==> config.mk <==
export PLATFORM = sky130hd
export DESIGN_NAME = servo_param_torque_status_logic
export DESIGN_NICKNAME = d
export VERILOG_FILES = /design/src/rtl/_unused_placeholder_none.sv /design/src/include/servo_param_pkg.sv /design/src/rtl/speed_compare.sv /design/src/rtl/servo_param_torque_status_logic.sv
export VERILOG_INCLUDE_DIRS = /design/src /design/src/include
export SDC_FILE = /design/constraint.sdc
export NUM_CORES = 1
export LEC_CHECK = 0
export BUFFER_PORTS_ARGS = -buffer_cell sky130_fd_sc_hd__buf_2
export CORE_MARGIN = 5
export CORE_UTILIZATION = 60
export CTS_CLUSTER_DIAMETER = 120
export DETAILED_ROUTE_END_ITERATION = 10
export PLACE_DENSITY = 0.79
export SYNTH_ARGS = -nofsm -noshare
export SYNTH_HDL_FRONTEND = slang
export SYNTH_SLANG_ARGS = --single-unit
==> constraint.sdc <==
create_clock -name clk_sys -period 26 [get_ports clk_sys]
set_clock_uncertainty 0.1 [all_clocks]
set_input_delay 1.3 -clock clk_sys [delete_from_list [all_inputs] [get_ports clk_sys]]
set_output_delay 1.3 -clock clk_sys [all_outputs]
set_load 0.02 [all_outputs]
==> src/include/servo_param_consts.svh <==
// Purpose: constants for the servo parameter, torque and status logic
// Assumes: 25 MHz clk_sys, 16-bit parameter words, 8-bit word address
// Notes: parameter slots sit at base + slot index
//
// Overview of operation
// - writing one to alarm clear drops alarm
// - encoder type accepts only 4 or 5
// - inertia ratio 1 to 500, default 100
// - torque mode: select bits pick torque one-four
// - match frames at station address 1-254
// - baud tick rate is setting times 100
// - format code sets parity and stop bits
// - comm error alarms and stops if enabled
// - zero speed flag while speed below threshold
// - agreement flag while speed error below band
// - second and third gear numerators, 0-32767
`ifndef SERVO_PARAM_CONSTS_SVH
`define SERVO_PARAM_CONSTS_SVH

`define CLK_HZ 26'd25000000
`define BAUD_MULT 17'd100

`define ADDR_BASE 8'h3d
`define SLOT_COUNT 18
`define SLOT_ALARM_CLEAR 0
`define SLOT_ENCODER 1
`define SLOT_INERTIA 2
`define SLOT_TORQUE_ONE 3
`define SLOT_STATION 10
`define SLOT_BAUD 11
`define SLOT_FORMAT 12
`define SLOT_ERR_ACTION 13
`define SLOT_ZERO_SPEED 14
`define SLOT_AGREE_BAND 15
`define SLOT_GEAR_SECOND 16
`define SLOT_GEAR_THIRD 17

`define ADDR_CONTROL 8'h50
`define ADDR_STATUS 8'h51
`define ADDR_IRQ_STATUS 8'h52
`define ADDR_IRQ_MASK 8'h53

`define RST_ZERO 16'h0000
`define RST_INERTIA 16'h0064
`define RST_STATION 16'h0001
`define RST_BAUD 16'h0060
`define RST_ERR_ACTION 16'h0001
`define RST_ZERO_SPEED 16'h000a
`define RST_AGREE_BAND 16'h000a
`define RST_ENCODER 16'h0005

`define ENC_SINGLE 17'sh00004
`define ENC_MULTI 17'sh00005
`define LIM_INERTIA_LO 17'sh00001
`define LIM_INERTIA_HI 17'sh001f4
`define LIM_TORQUE_LO (-17'sh0012c)
`define LIM_TORQUE_HI 17'sh0012c
`define LIM_STATION_LO 17'sh00001
`define LIM_STATION_HI 17'sh000fe
`define LIM_BAUD_LO 17'sh00030
`define LIM_BAUD_HI 17'sh00480
`define LIM_FORMAT_HI 17'sh00003
`define LIM_ACTION_HI 17'sh00001
`define LIM_SPEED_HI 17'sh003e8
`define LIM_GEAR_HI 17'sh07fff
`define LIM_ZERO 17'sh00000

`define ALARM_CLEAR_GO 16'h0001
`define ACTION_ALARM 16'h0001
`define MODE_TORQUE 2'h2
`define FMT_N2 2'h0
`define FMT_E1 2'h1
`define FMT_O1 2'h2

`define IRQ_COMM_ERR 0
`define IRQ_ALARM 1
`define IRQ_ZERO_SPEED 2
`define IRQ_AGREE 3
`define IRQ_WIDTH 4

`endif

==> src/rtl/_unused_placeholder_none.sv <==
`timescale 1ns/10ps
`default_nettype none
`default_nettype wire

==> src/include/servo_param_pkg.sv <==
// Purpose: shared types for the servo parameter logic
// Assumes: speeds are signed r/min, 16 bits
// Notes: constants live in servo_param_consts.svh
package servo_param_pkg;
  typedef struct packed {
    logic signed [15:0] motor_speed;
    logic signed [15:0] speed_cmd;
  } speed_sample_t;

  typedef struct packed {
    logic parity;
    logic framing;
    logic checksum;
  } comm_err_t;

  typedef struct packed {
    logic parity_en;
    logic parity_odd;
    logic two_stop;
  } frame_fmt_t;

  typedef enum logic [1:0] {
    ST_RUN = 2'b00,
    ST_ALARM = 2'b01
  } run_state_t;
endpackage : servo_param_pkg

==> src/rtl/speed_compare.sv <==
// Purpose: zero speed, agreement and clamp comparisons
// Assumes: inputs from logic on the same clock
// Notes: purely combinational, the top registers the results
`timescale 1ns/10ps
`default_nettype none
module speed_compare (
  input wire servo_param_pkg::speed_sample_t sample,
  input wire logic [15:0] zero_thr,
  input wire logic [15:0] agree_band,
  input wire logic clamp_on,
  output logic zero_speed,
  output logic agree,
  output logic signed [15:0] cmd_out
);
  import servo_param_pkg::*;

  logic signed [17:0] diff;
  logic [17:0] diff_abs;
  logic [16:0] spd_abs;
  logic [16:0] cmd_abs;

  // widen first so full-scale speeds cannot overflow
  always_comb begin
    diff = 18'(sample.motor_speed) - 18'(sample.speed_cmd);
    diff_abs = diff[17] ? 18'(-diff) : 18'(diff);
    spd_abs = sample.motor_speed[15] ? 17'(-17'(sample.motor_speed)) : 17'(sample.motor_speed);
    cmd_abs = sample.speed_cmd[15] ? 17'(-17'(sample.speed_cmd)) : 17'(sample.speed_cmd);
  end

  assign zero_speed = spd_abs < 17'(zero_thr);
  assign agree = diff_abs < 18'(agree_band);
  assign cmd_out = (clamp_on && (cmd_abs < 17'(zero_thr))) ? 16'sh0000 : sample.speed_cmd;
endmodule : speed_compare
`default_nettype wire

==> src/rtl/servo_param_torque_status_logic.sv <==
// Purpose: parameter registers, torque select, speed status, link setup
// Assumes: comm fault pulses and speeds come from logic on clk_sys
// Notes: select and clamp inputs are pins and are synchronised
`timescale 1ns/10ps
`default_nettype none
`include "servo_param_consts.svh"
module servo_param_torque_status_logic #(
  parameter logic [15:0] ENCODER_DEFAULT = `RST_ENCODER
) (
  input wire logic clk_sys,
  input wire logic reset,
  input wire logic [7:0] reg_addr,
  input wire logic [15:0] reg_wdata,
  input wire logic reg_wr,
  input wire logic reg_rd,
  output logic [15:0] reg_rdata,
  input wire logic torque_select_bit0,
  input wire logic torque_select_bit1,
  input wire logic zero_clamp_input,
  input wire servo_param_pkg::speed_sample_t speed_in,
  input wire servo_param_pkg::comm_err_t comm_err,
  input wire logic frame_addr_valid,
  input wire logic [7:0] frame_addr,
  output logic signed [15:0] torque_cmd,
  output logic signed [15:0] speed_cmd_out,
  output logic zero_speed_flag,
  output logic speed_agreement_flag,
  output logic addr_match,
  output logic baud_tick,
  output servo_param_pkg::frame_fmt_t frame_fmt,
  output logic drive_enable,
  output logic alarm_active,
  output logic irq
);
  import servo_param_pkg::*;

  // per-slot reset value
  function automatic logic [15:0] rst_of(input int s);
    case (s)
      `SLOT_ENCODER: rst_of = ENCODER_DEFAULT;
      `SLOT_INERTIA: rst_of = `RST_INERTIA;
      `SLOT_STATION: rst_of = `RST_STATION;
      `SLOT_BAUD: rst_of = `RST_BAUD;
      `SLOT_ERR_ACTION: rst_of = `RST_ERR_ACTION;
      `SLOT_ZERO_SPEED: rst_of = `RST_ZERO_SPEED;
      `SLOT_AGREE_BAND: rst_of = `RST_AGREE_BAND;
      default: rst_of = `RST_ZERO;
    endcase
  endfunction : rst_of

  // out-of-range writes are dropped so the old value stays
  function automatic logic value_ok(input int s, input logic [15:0] v);
    logic signed [16:0] sv;
    logic signed [16:0] uv;
    sv = 17'($signed(v));
    uv = $signed({1'b0, v});
    case (s)
      `SLOT_ENCODER: value_ok = (uv == `ENC_SINGLE) || (uv == `ENC_MULTI);
      `SLOT_INERTIA: value_ok = (uv >= `LIM_INERTIA_LO) && (uv <= `LIM_INERTIA_HI);
      `SLOT_TORQUE_ONE, `SLOT_TORQUE_ONE + 1, `SLOT_TORQUE_ONE + 2, `SLOT_TORQUE_ONE + 3:
        value_ok = (sv >= `LIM_TORQUE_LO) && (sv <= `LIM_TORQUE_HI);
      `SLOT_STATION: value_ok = (uv >= `LIM_STATION_LO) && (uv <= `LIM_STATION_HI);
      `SLOT_BAUD: value_ok = (uv >= `LIM_BAUD_LO) && (uv <= `LIM_BAUD_HI);
      `SLOT_FORMAT: value_ok = uv <= `LIM_FORMAT_HI;
      `SLOT_ERR_ACTION: value_ok = uv <= `LIM_ACTION_HI;
      `SLOT_ZERO_SPEED, `SLOT_AGREE_BAND: value_ok = uv <= `LIM_SPEED_HI;
      `SLOT_GEAR_SECOND, `SLOT_GEAR_THIRD: value_ok = uv <= `LIM_GEAR_HI;
      default: value_ok = 1'b0;
    endcase
  endfunction : value_ok

  logic [15:0] slot_q [`SLOT_COUNT];
  logic [7:0] slot_idx;
  logic in_slots;
  logic [1:0] control_mode_param_q;
  logic [`IRQ_WIDTH-1:0] irq_status_q;
  logic [`IRQ_WIDTH-1:0] irq_mask_q;
  logic [`IRQ_WIDTH-1:0] irq_event;
  logic [1:0] sel_meta_q;
  logic [1:0] sel_q;
  logic clamp_meta_q;
  logic clamp_q;
  run_state_t state_q;
  logic comm_fault;
  logic alarm_clear_req;
  logic alarm_raise;
  logic zs_now;
  logic agree_now;
  logic signed [15:0] cmd_now;
  logic [24:0] baud_acc_q;
  logic [25:0] baud_sum;
  logic [16:0] baud_rate;

  assign slot_idx = reg_addr - `ADDR_BASE;
  assign in_slots = (reg_addr >= `ADDR_BASE) && (slot_idx < 8'(`SLOT_COUNT));

  // parameter slots, one register per entry except the alarm clear slot
  for (genvar i = 0; i < `SLOT_COUNT; i++) begin : g_slot
    if (i == `SLOT_ALARM_CLEAR) begin : g_pulse
      // self-clearing: a stored one would re-clear forever
      assign slot_q[i] = `RST_ZERO;
    end else begin : g_store
      always_ff @(posedge clk_sys or posedge reset) begin
        if (reset) begin
          slot_q[i] <= rst_of(i);
        end else if (reg_wr && in_slots && (slot_idx == 8'(i)) && value_ok(i, reg_wdata)) begin
          slot_q[i] <= reg_wdata;
        end
      end
    end
  end

  assign alarm_clear_req = reg_wr && in_slots && (slot_idx == 8'(`SLOT_ALARM_CLEAR))
                           && (reg_wdata == `ALARM_CLEAR_GO);

  // own control register: control mode
  always_ff @(posedge clk_sys or posedge reset) begin
    if (reset) begin
      control_mode_param_q <= 2'h0;
    end else if (reg_wr && (reg_addr == `ADDR_CONTROL)) begin
      control_mode_param_q <= reg_wdata[1:0];
    end
  end

  always_ff @(posedge clk_sys or posedge reset) begin
    if (reset) begin
      irq_mask_q <= '0;
    end else if (reg_wr && (reg_addr == `ADDR_IRQ_MASK)) begin
      irq_mask_q <= reg_wdata[`IRQ_WIDTH-1:0];
    end
  end

  // set wins over the write-one clear
  always_ff @(posedge clk_sys or posedge reset) begin
    if (reset) begin
      irq_status_q <= '0;
    end else if (reg_wr && (reg_addr == `ADDR_IRQ_STATUS)) begin
      irq_status_q <= (irq_status_q & ~reg_wdata[`IRQ_WIDTH-1:0]) | irq_event;
    end else begin
      irq_status_q <= irq_status_q | irq_event;
    end
  end

  always_ff @(posedge clk_sys or posedge reset) begin
    if (reset) begin
      irq <= 1'b0;
    end else begin
      irq <= |((irq_status_q | irq_event) & irq_mask_q);
    end
  end

  // read data one cycle after the strobe, zero otherwise
  always_ff @(posedge clk_sys or posedge reset) begin
    if (reset) begin
      reg_rdata <= '0;
    end else if (!reg_rd) begin
      reg_rdata <= '0;
    end else if (in_slots) begin
      reg_rdata <= slot_q[slot_idx[4:0]];
    end else begin
      case (reg_addr)
        `ADDR_CONTROL: reg_rdata <= {14'h0000, control_mode_param_q};
        `ADDR_STATUS: reg_rdata <= {12'h000, clamp_q, zero_speed_flag, speed_agreement_flag,
                                    state_q == ST_ALARM};
        `ADDR_IRQ_STATUS: reg_rdata <= {12'h000, irq_status_q};
        `ADDR_IRQ_MASK: reg_rdata <= {12'h000, irq_mask_q};
        default: reg_rdata <= '0;
      endcase
    end
  end

  // pin synchronisers
  always_ff @(posedge clk_sys or posedge reset) begin
    if (reset) begin
      sel_meta_q <= 2'h0;
      sel_q <= 2'h0;
      clamp_meta_q <= 1'b0;
      clamp_q <= 1'b0;
    end else begin
      sel_meta_q <= {torque_select_bit1, torque_select_bit0};
      sel_q <= sel_meta_q;
      clamp_meta_q <= zero_clamp_input;
      clamp_q <= clamp_meta_q;
    end
  end

  // torque command: two-bit index into internal torque one-four
  always_ff @(posedge clk_sys or posedge reset) begin
    if (reset) begin
      torque_cmd <= 16'sh0000;
    end else if (control_mode_param_q == `MODE_TORQUE) begin
      torque_cmd <= $signed(slot_q[`SLOT_TORQUE_ONE + int'(sel_q)]);
    end else begin
      torque_cmd <= 16'sh0000;
    end
  end

  speed_compare u_cmp (
    .sample(speed_in),
    .zero_thr(slot_q[`SLOT_ZERO_SPEED]),
    .agree_band(slot_q[`SLOT_AGREE_BAND]),
    .clamp_on(clamp_q),
    .zero_speed(zs_now),
    .agree(agree_now),
    .cmd_out(cmd_now)
  );

  always_ff @(posedge clk_sys or posedge reset) begin
    if (reset) begin
      zero_speed_flag <= 1'b0;
      speed_agreement_flag <= 1'b0;
      speed_cmd_out <= 16'sh0000;
    end else begin
      zero_speed_flag <= zs_now;
      speed_agreement_flag <= agree_now;
      speed_cmd_out <= cmd_now;
    end
  end

  // comm fault handling
  assign comm_fault = comm_err.parity | comm_err.framing | comm_err.checksum;
  assign alarm_raise = comm_fault && (slot_q[`SLOT_ERR_ACTION] == `ACTION_ALARM);

  // a fault in the clear cycle keeps the alarm
  always_ff @(posedge clk_sys or posedge reset) begin
    if (reset) begin
      state_q <= ST_RUN;
    end else begin
      case (state_q)
        ST_RUN: if (alarm_raise) state_q <= ST_ALARM;
        ST_ALARM: if (alarm_clear_req && !alarm_raise) state_q <= ST_RUN;
        default: state_q <= ST_ALARM;
      endcase
    end
  end

  always_ff @(posedge clk_sys or posedge reset) begin
    if (reset) begin
      drive_enable <= 1'b0;
      alarm_active <= 1'b0;
    end else begin
      drive_enable <= (state_q == ST_RUN) && !alarm_raise;
      alarm_active <= (state_q == ST_ALARM) || alarm_raise;
    end
  end

  assign irq_event = {agree_now & ~speed_agreement_flag, zs_now & ~zero_speed_flag,
                      alarm_raise & (state_q == ST_RUN), comm_fault};

  // station match
  always_ff @(posedge clk_sys or posedge reset) begin
    if (reset) begin
      addr_match <= 1'b0;
    end else begin
      addr_match <= frame_addr_valid && (16'(frame_addr) == slot_q[`SLOT_STATION]);
    end
  end

  // fractional divider: no divide, rate error stays below one cycle
  assign baud_rate = 17'(slot_q[`SLOT_BAUD] * `BAUD_MULT);
  assign baud_sum = 26'(baud_acc_q) + 26'(baud_rate);

  always_ff @(posedge clk_sys or posedge reset) begin
    if (reset) begin
      baud_acc_q <= '0;
      baud_tick <= 1'b0;
    end else if (baud_sum >= `CLK_HZ) begin
      baud_acc_q <= 25'(baud_sum - `CLK_HZ);
      baud_tick <= 1'b1;
    end else begin
      baud_acc_q <= baud_sum[24:0];
      baud_tick <= 1'b0;
    end
  end

  always_ff @(posedge clk_sys or posedge reset) begin
    if (reset) begin
      frame_fmt <= '{parity_en: 1'b0, parity_odd: 1'b0, two_stop: 1'b1};
    end else begin
      frame_fmt.parity_en <= (slot_q[`SLOT_FORMAT][1:0] == `FMT_E1)
                             || (slot_q[`SLOT_FORMAT][1:0] == `FMT_O1);
      frame_fmt.parity_odd <= slot_q[`SLOT_FORMAT][1:0] == `FMT_O1;
      frame_fmt.two_stop <= slot_q[`SLOT_FORMAT][1:0] == `FMT_N2;
    end
  end

  // checks
  chk_alarm_clear_drop: assert property (@(posedge clk_sys) disable iff (reset)
    (state_q == ST_ALARM && alarm_clear_req && !alarm_raise) |=> state_q == ST_RUN)
    else $error("alarm not cleared");
  chk_encoder_legal: assert property (@(posedge clk_sys) disable iff (reset)
    reg_wr && in_slots && slot_idx == 8'(`SLOT_ENCODER) && reg_wdata == 16'h0003
    |=> $stable(slot_q[`SLOT_ENCODER]))
    else $error("illegal encoder type taken");
  chk_inertia_range: assert property (@(posedge clk_sys) disable iff (reset)
    slot_q[`SLOT_INERTIA] >= 16'h0001 && slot_q[`SLOT_INERTIA] <= 16'h01f4)
    else $error("inertia ratio out of range");
  chk_torque_pick: assert property (@(posedge clk_sys) disable iff (reset)
    control_mode_param_q == `MODE_TORQUE && sel_q == 2'h3
    |=> torque_cmd == $signed($past(slot_q[`SLOT_TORQUE_ONE + 3])))
    else $error("torque four not selected");
  chk_station_match: assert property (@(posedge clk_sys) disable iff (reset)
    addr_match |-> $past(frame_addr_valid) && 16'($past(frame_addr)) == $past(slot_q[`SLOT_STATION]))
    else $error("false station match");
  chk_format_stop: assert property (@(posedge clk_sys) disable iff (reset)
    slot_q[`SLOT_FORMAT][1:0] == 2'h3 [*2] |-> !frame_fmt.two_stop && !frame_fmt.parity_en)
    else $error("format three wrong");
  chk_fault_stops: assert property (@(posedge clk_sys) disable iff (reset)
    alarm_raise |=> !drive_enable [*2])
    else $error("drive kept running after fault");
  chk_fault_ignored: assert property (@(posedge clk_sys) disable iff (reset)
    comm_fault && slot_q[`SLOT_ERR_ACTION] == 16'h0000 && state_q == ST_RUN |=> state_q == ST_RUN)
    else $error("alarm raised with continue selected");
  chk_zero_speed: assert property (@(posedge clk_sys) disable iff (reset)
    speed_in.motor_speed == 16'sh0000 && slot_q[`SLOT_ZERO_SPEED] != 16'h0000 |=> zero_speed_flag)
    else $error("zero speed flag missing");
  chk_clamp_zero: assert property (@(posedge clk_sys) disable iff (reset)
    clamp_q && !speed_in.speed_cmd[15] && 16'(speed_in.speed_cmd) < slot_q[`SLOT_ZERO_SPEED]
    |=> speed_cmd_out == 16'sh0000)
    else $error("clamped command not zero");
  chk_agree_flag: assert property (@(posedge clk_sys) disable iff (reset)
    speed_in.motor_speed == speed_in.speed_cmd && slot_q[`SLOT_AGREE_BAND] != 16'h0000
    |=> speed_agreement_flag)
    else $error("agreement flag missing");
  chk_gear_range: assert property (@(posedge clk_sys) disable iff (reset)
    !slot_q[`SLOT_GEAR_SECOND][15] && !slot_q[`SLOT_GEAR_THIRD][15])
    else $error("gear numerator out of range");
  chk_fault_sticky: assert property (@(posedge clk_sys) disable iff (reset)
    comm_err.framing |=> irq_status_q[`IRQ_COMM_ERR])
    else $error("framing fault not flagged");

  cov_torque_mode: cover property (@(posedge clk_sys) disable iff (reset)
    control_mode_param_q == `MODE_TORQUE && sel_q == 2'h2);
  cov_alarm_cycle: cover property (@(posedge clk_sys) disable iff (reset)
    state_q == ST_ALARM ##[1:50] state_q == ST_RUN);
  cov_clamp_hit: cover property (@(posedge clk_sys) disable iff (reset)
    clamp_q && speed_in.speed_cmd != 16'sh0000 ##1 speed_cmd_out == 16'sh0000);
  cov_irq_raise: cover property (@(posedge clk_sys) disable iff (reset) $rose(irq));
endmodule : servo_param_torque_status_logic
`default_nettype wire

==> metrics <==
largest net degree at the start of global routing 110; htree depth 2; Seq/Total Area, Yosys between 40 and 50%; Final Total Pwr ~1.3 mW; RSZ-0062 raised after global routing false; Worst Setup End Kind flop; Setup CP Type reg -> reg; Synth area leader dfrtp_1; starting density of the core about three fifths; leak pwr ~11 nW; clk_lat worst skew between 0.5 and 0.6 ns; Mean Syn Cell Area 10.4 um2; Cell variety after synth just under 90; hpwl dp roughly 37000 um; DRT iter0 DRCs around 1500; Root Driver clkbuf_16; Synth Warn # 0; critical path peak fanout 7; CP max-delay cell fa_1; Syn Inst Count approximately 1900; synth top area cells dfrtp_1, mux2_2, ha_1; die height roughly 190 um; GRT Total Usage 29.4%; Post-synth ARST share between 90% and 100%; GPL Wtd Cong 0.909; Final period util roughly 25%; drt wl/cell roughly 22 um; Slew HR approximately 17%; antenna viol nets, final 0; Fmax between 0.15 and 0.2 GHz; CP Data Arrival Time about 6.8 ns; mux cell area share after synthesis between 10% and 20%; Placed Cells 2377; Clock Tree Buf Depth 3; vias per std cell approximately 6.4; DRC violations left 0; register share of total power between 40% and 50%; FF-to-FF path depth 27; worst hold path type reg -> reg; CTS tree built; most used flip-flop cell after synthesis dfrtp_1; WHS Path Cells 0; initial antenna violation count 0; main combinational cell family by area after synthesis compound AO/OA/AOI/OAI gates; clock-pin slew on the worst setup and hold paths around 0.06 ns; Layout area overhead 12.1%; # hold bufs at CTS 0; post_cts resized 0; Post-synth EDFFs 0; Die Wd approximately 190 um; highest cell delay on the worst timing path between 0.4 and 0.5 ns; Switching Fraction a little over a quarter; peak supply drop about 0.000043 V; Final Setup Violations 0; Logic pwr share 14.1%; # IOs around 130; utilization after layout between 60% and 70%; Clock Power Share approximately 46%; WP data required around 26 ns; via count roughly 16000; Pint ~930 uW; layout cells sized above 1 a little over a fifth; Synth Area in XOR/XNOR 5.11%; CP bufs+invs 0; post-synthesis compound-gate area fraction 16.0%; Layout Nets between 2000 and 2500; Final Slew Violations 0; Setup Buffers After CTS 0; DRT Pass-1 Iters 6; total congestion overflow 0; crit path launch type flop; Synth top area share between 30% and 40%; synthesized area between 15000 and 20000 um2; fin cells about 2400; Yosys reg bits 322; vias in the first global route 15900; Die Area roughly 36000 um2; NetSw about 340 uW; status finished, final reports clean; Hold Vio Cnt, Final 0; PortBufs between 100 and 150; pwr/cell area ~58 nW/um2; most common library cells after synthesis dfrtp_1, mux2_2, inv_1; most common cell in the netlist dfrtp_1; clock sinks 322; Post-Synth Simple-Gate Area 11.2%; final WL between 50000 and 60000 um; core area around 32000 um2; CTS Buf Count 36; fraction of the mapped netlist area in adder cells a little under a tenth; Worst path depth 27; min cycle time layout 6.50 ns; Setup TNS 0 ns; max-cap check violation count 0; number of cell rows 66; Top delay family on crit path compound AO/OA/AOI/OAI gates; Slew @ Worst Pin 1.24 ns; first-pass GRT wire length 86100 um; syn_nets between 2000 and 2500
[path summary, 6_finish.rpt]
check                                    from           endpoint  slack (ns)
worst max-delay path               slot_q[99]      baud_acc_q[9]       19.50
worst min-delay path            sel_meta_q[0]           sel_q[0]        0.25
worst max register to register     slot_q[99]      baud_acc_q[9]       19.50
worst min register to register  sel_meta_q[0]           sel_q[0]        0.25
max in group asynchronous               reset  speed_cmd_out[13]       22.64
min in group asynchronous               reset        slot_q[108]        0.82
[placed cells by master, fill, tap and decap left out, drive strengths merged, types with 82 or more instances in the layout]
cell type	instances
inv	129
o21ai	97
nor2	82
mux2	157
nand2	119
ha	124
xnor2	83
a21oi	92
buf	152
dfrtp	308
[cell families after synthesis]
group | after synthesis
xor+xnor | 114
simple gates | 427
compound gates | 448
fa+ha+maj | 135
mux | 211
flops | 322
buf+inv | 225
[power groups by stage]
stage | registers, mW | logic (mW) | clock network [mW]
3_3_place_gp | 0.520 | 0.172 | 0
4_1_cts | 0.511 | 0.178 | 0.586
2_1_floorplan | 0.522 | 0.121 | 0
5_1_grt | 0.511 | 0.197 | 0.610
3_5_place_dp | 0.520 | 0.176 | 0
6_report | 0.511 | 0.180 | 0.581
[layer usage]
layer  vias up  global-route usage (%)  share of wire (%)
li1       6988                       -                  -
met1      7653                    40.1                 41
met2       737                    47.7                 47
met3       143                    6.06                8.9
met4         0                    9.45                3.6
met5         -                       0                  0
[registers in the layout (all words and copies together), names as in the netlist, 2 cells and up]
name / flops
slot_q: 224
frame_fmt: 3
sel_meta_q: 2
irq_status_q: 4
sel_q: 2
speed_cmd_out: 16
control_mode_param_q: 2
baud_acc_q: 23
reg_rdata: 16
irq_mask_q: 4
torque_cmd: 16
[metrics by stage]
stage | cell area, um2 | setup slack [ns] | hold slack (ns)
CTS | 21900 | 19.54 | 0.252
detailed placement | 20600 | 19.58 | 0.239
floorplan | 19500 | 15.71 | 0.231
finish | 21900 | 19.50 | 0.249
global route | 21900 | 19.07 | 0.264
global placement | 20600 | 19.71 | 0.232
[area by class of cell]
class,count,area (um2)
repair buffers,152,813
fillers,2435,10500
multi-input cells,1335,10600
well taps,442,553
inverters,126,480
clock inverters,22,378
clock buffers,44,981
diodes,1,2.50
flip-flops and latches,322,8080
Power figures use the tool's default switching activity.
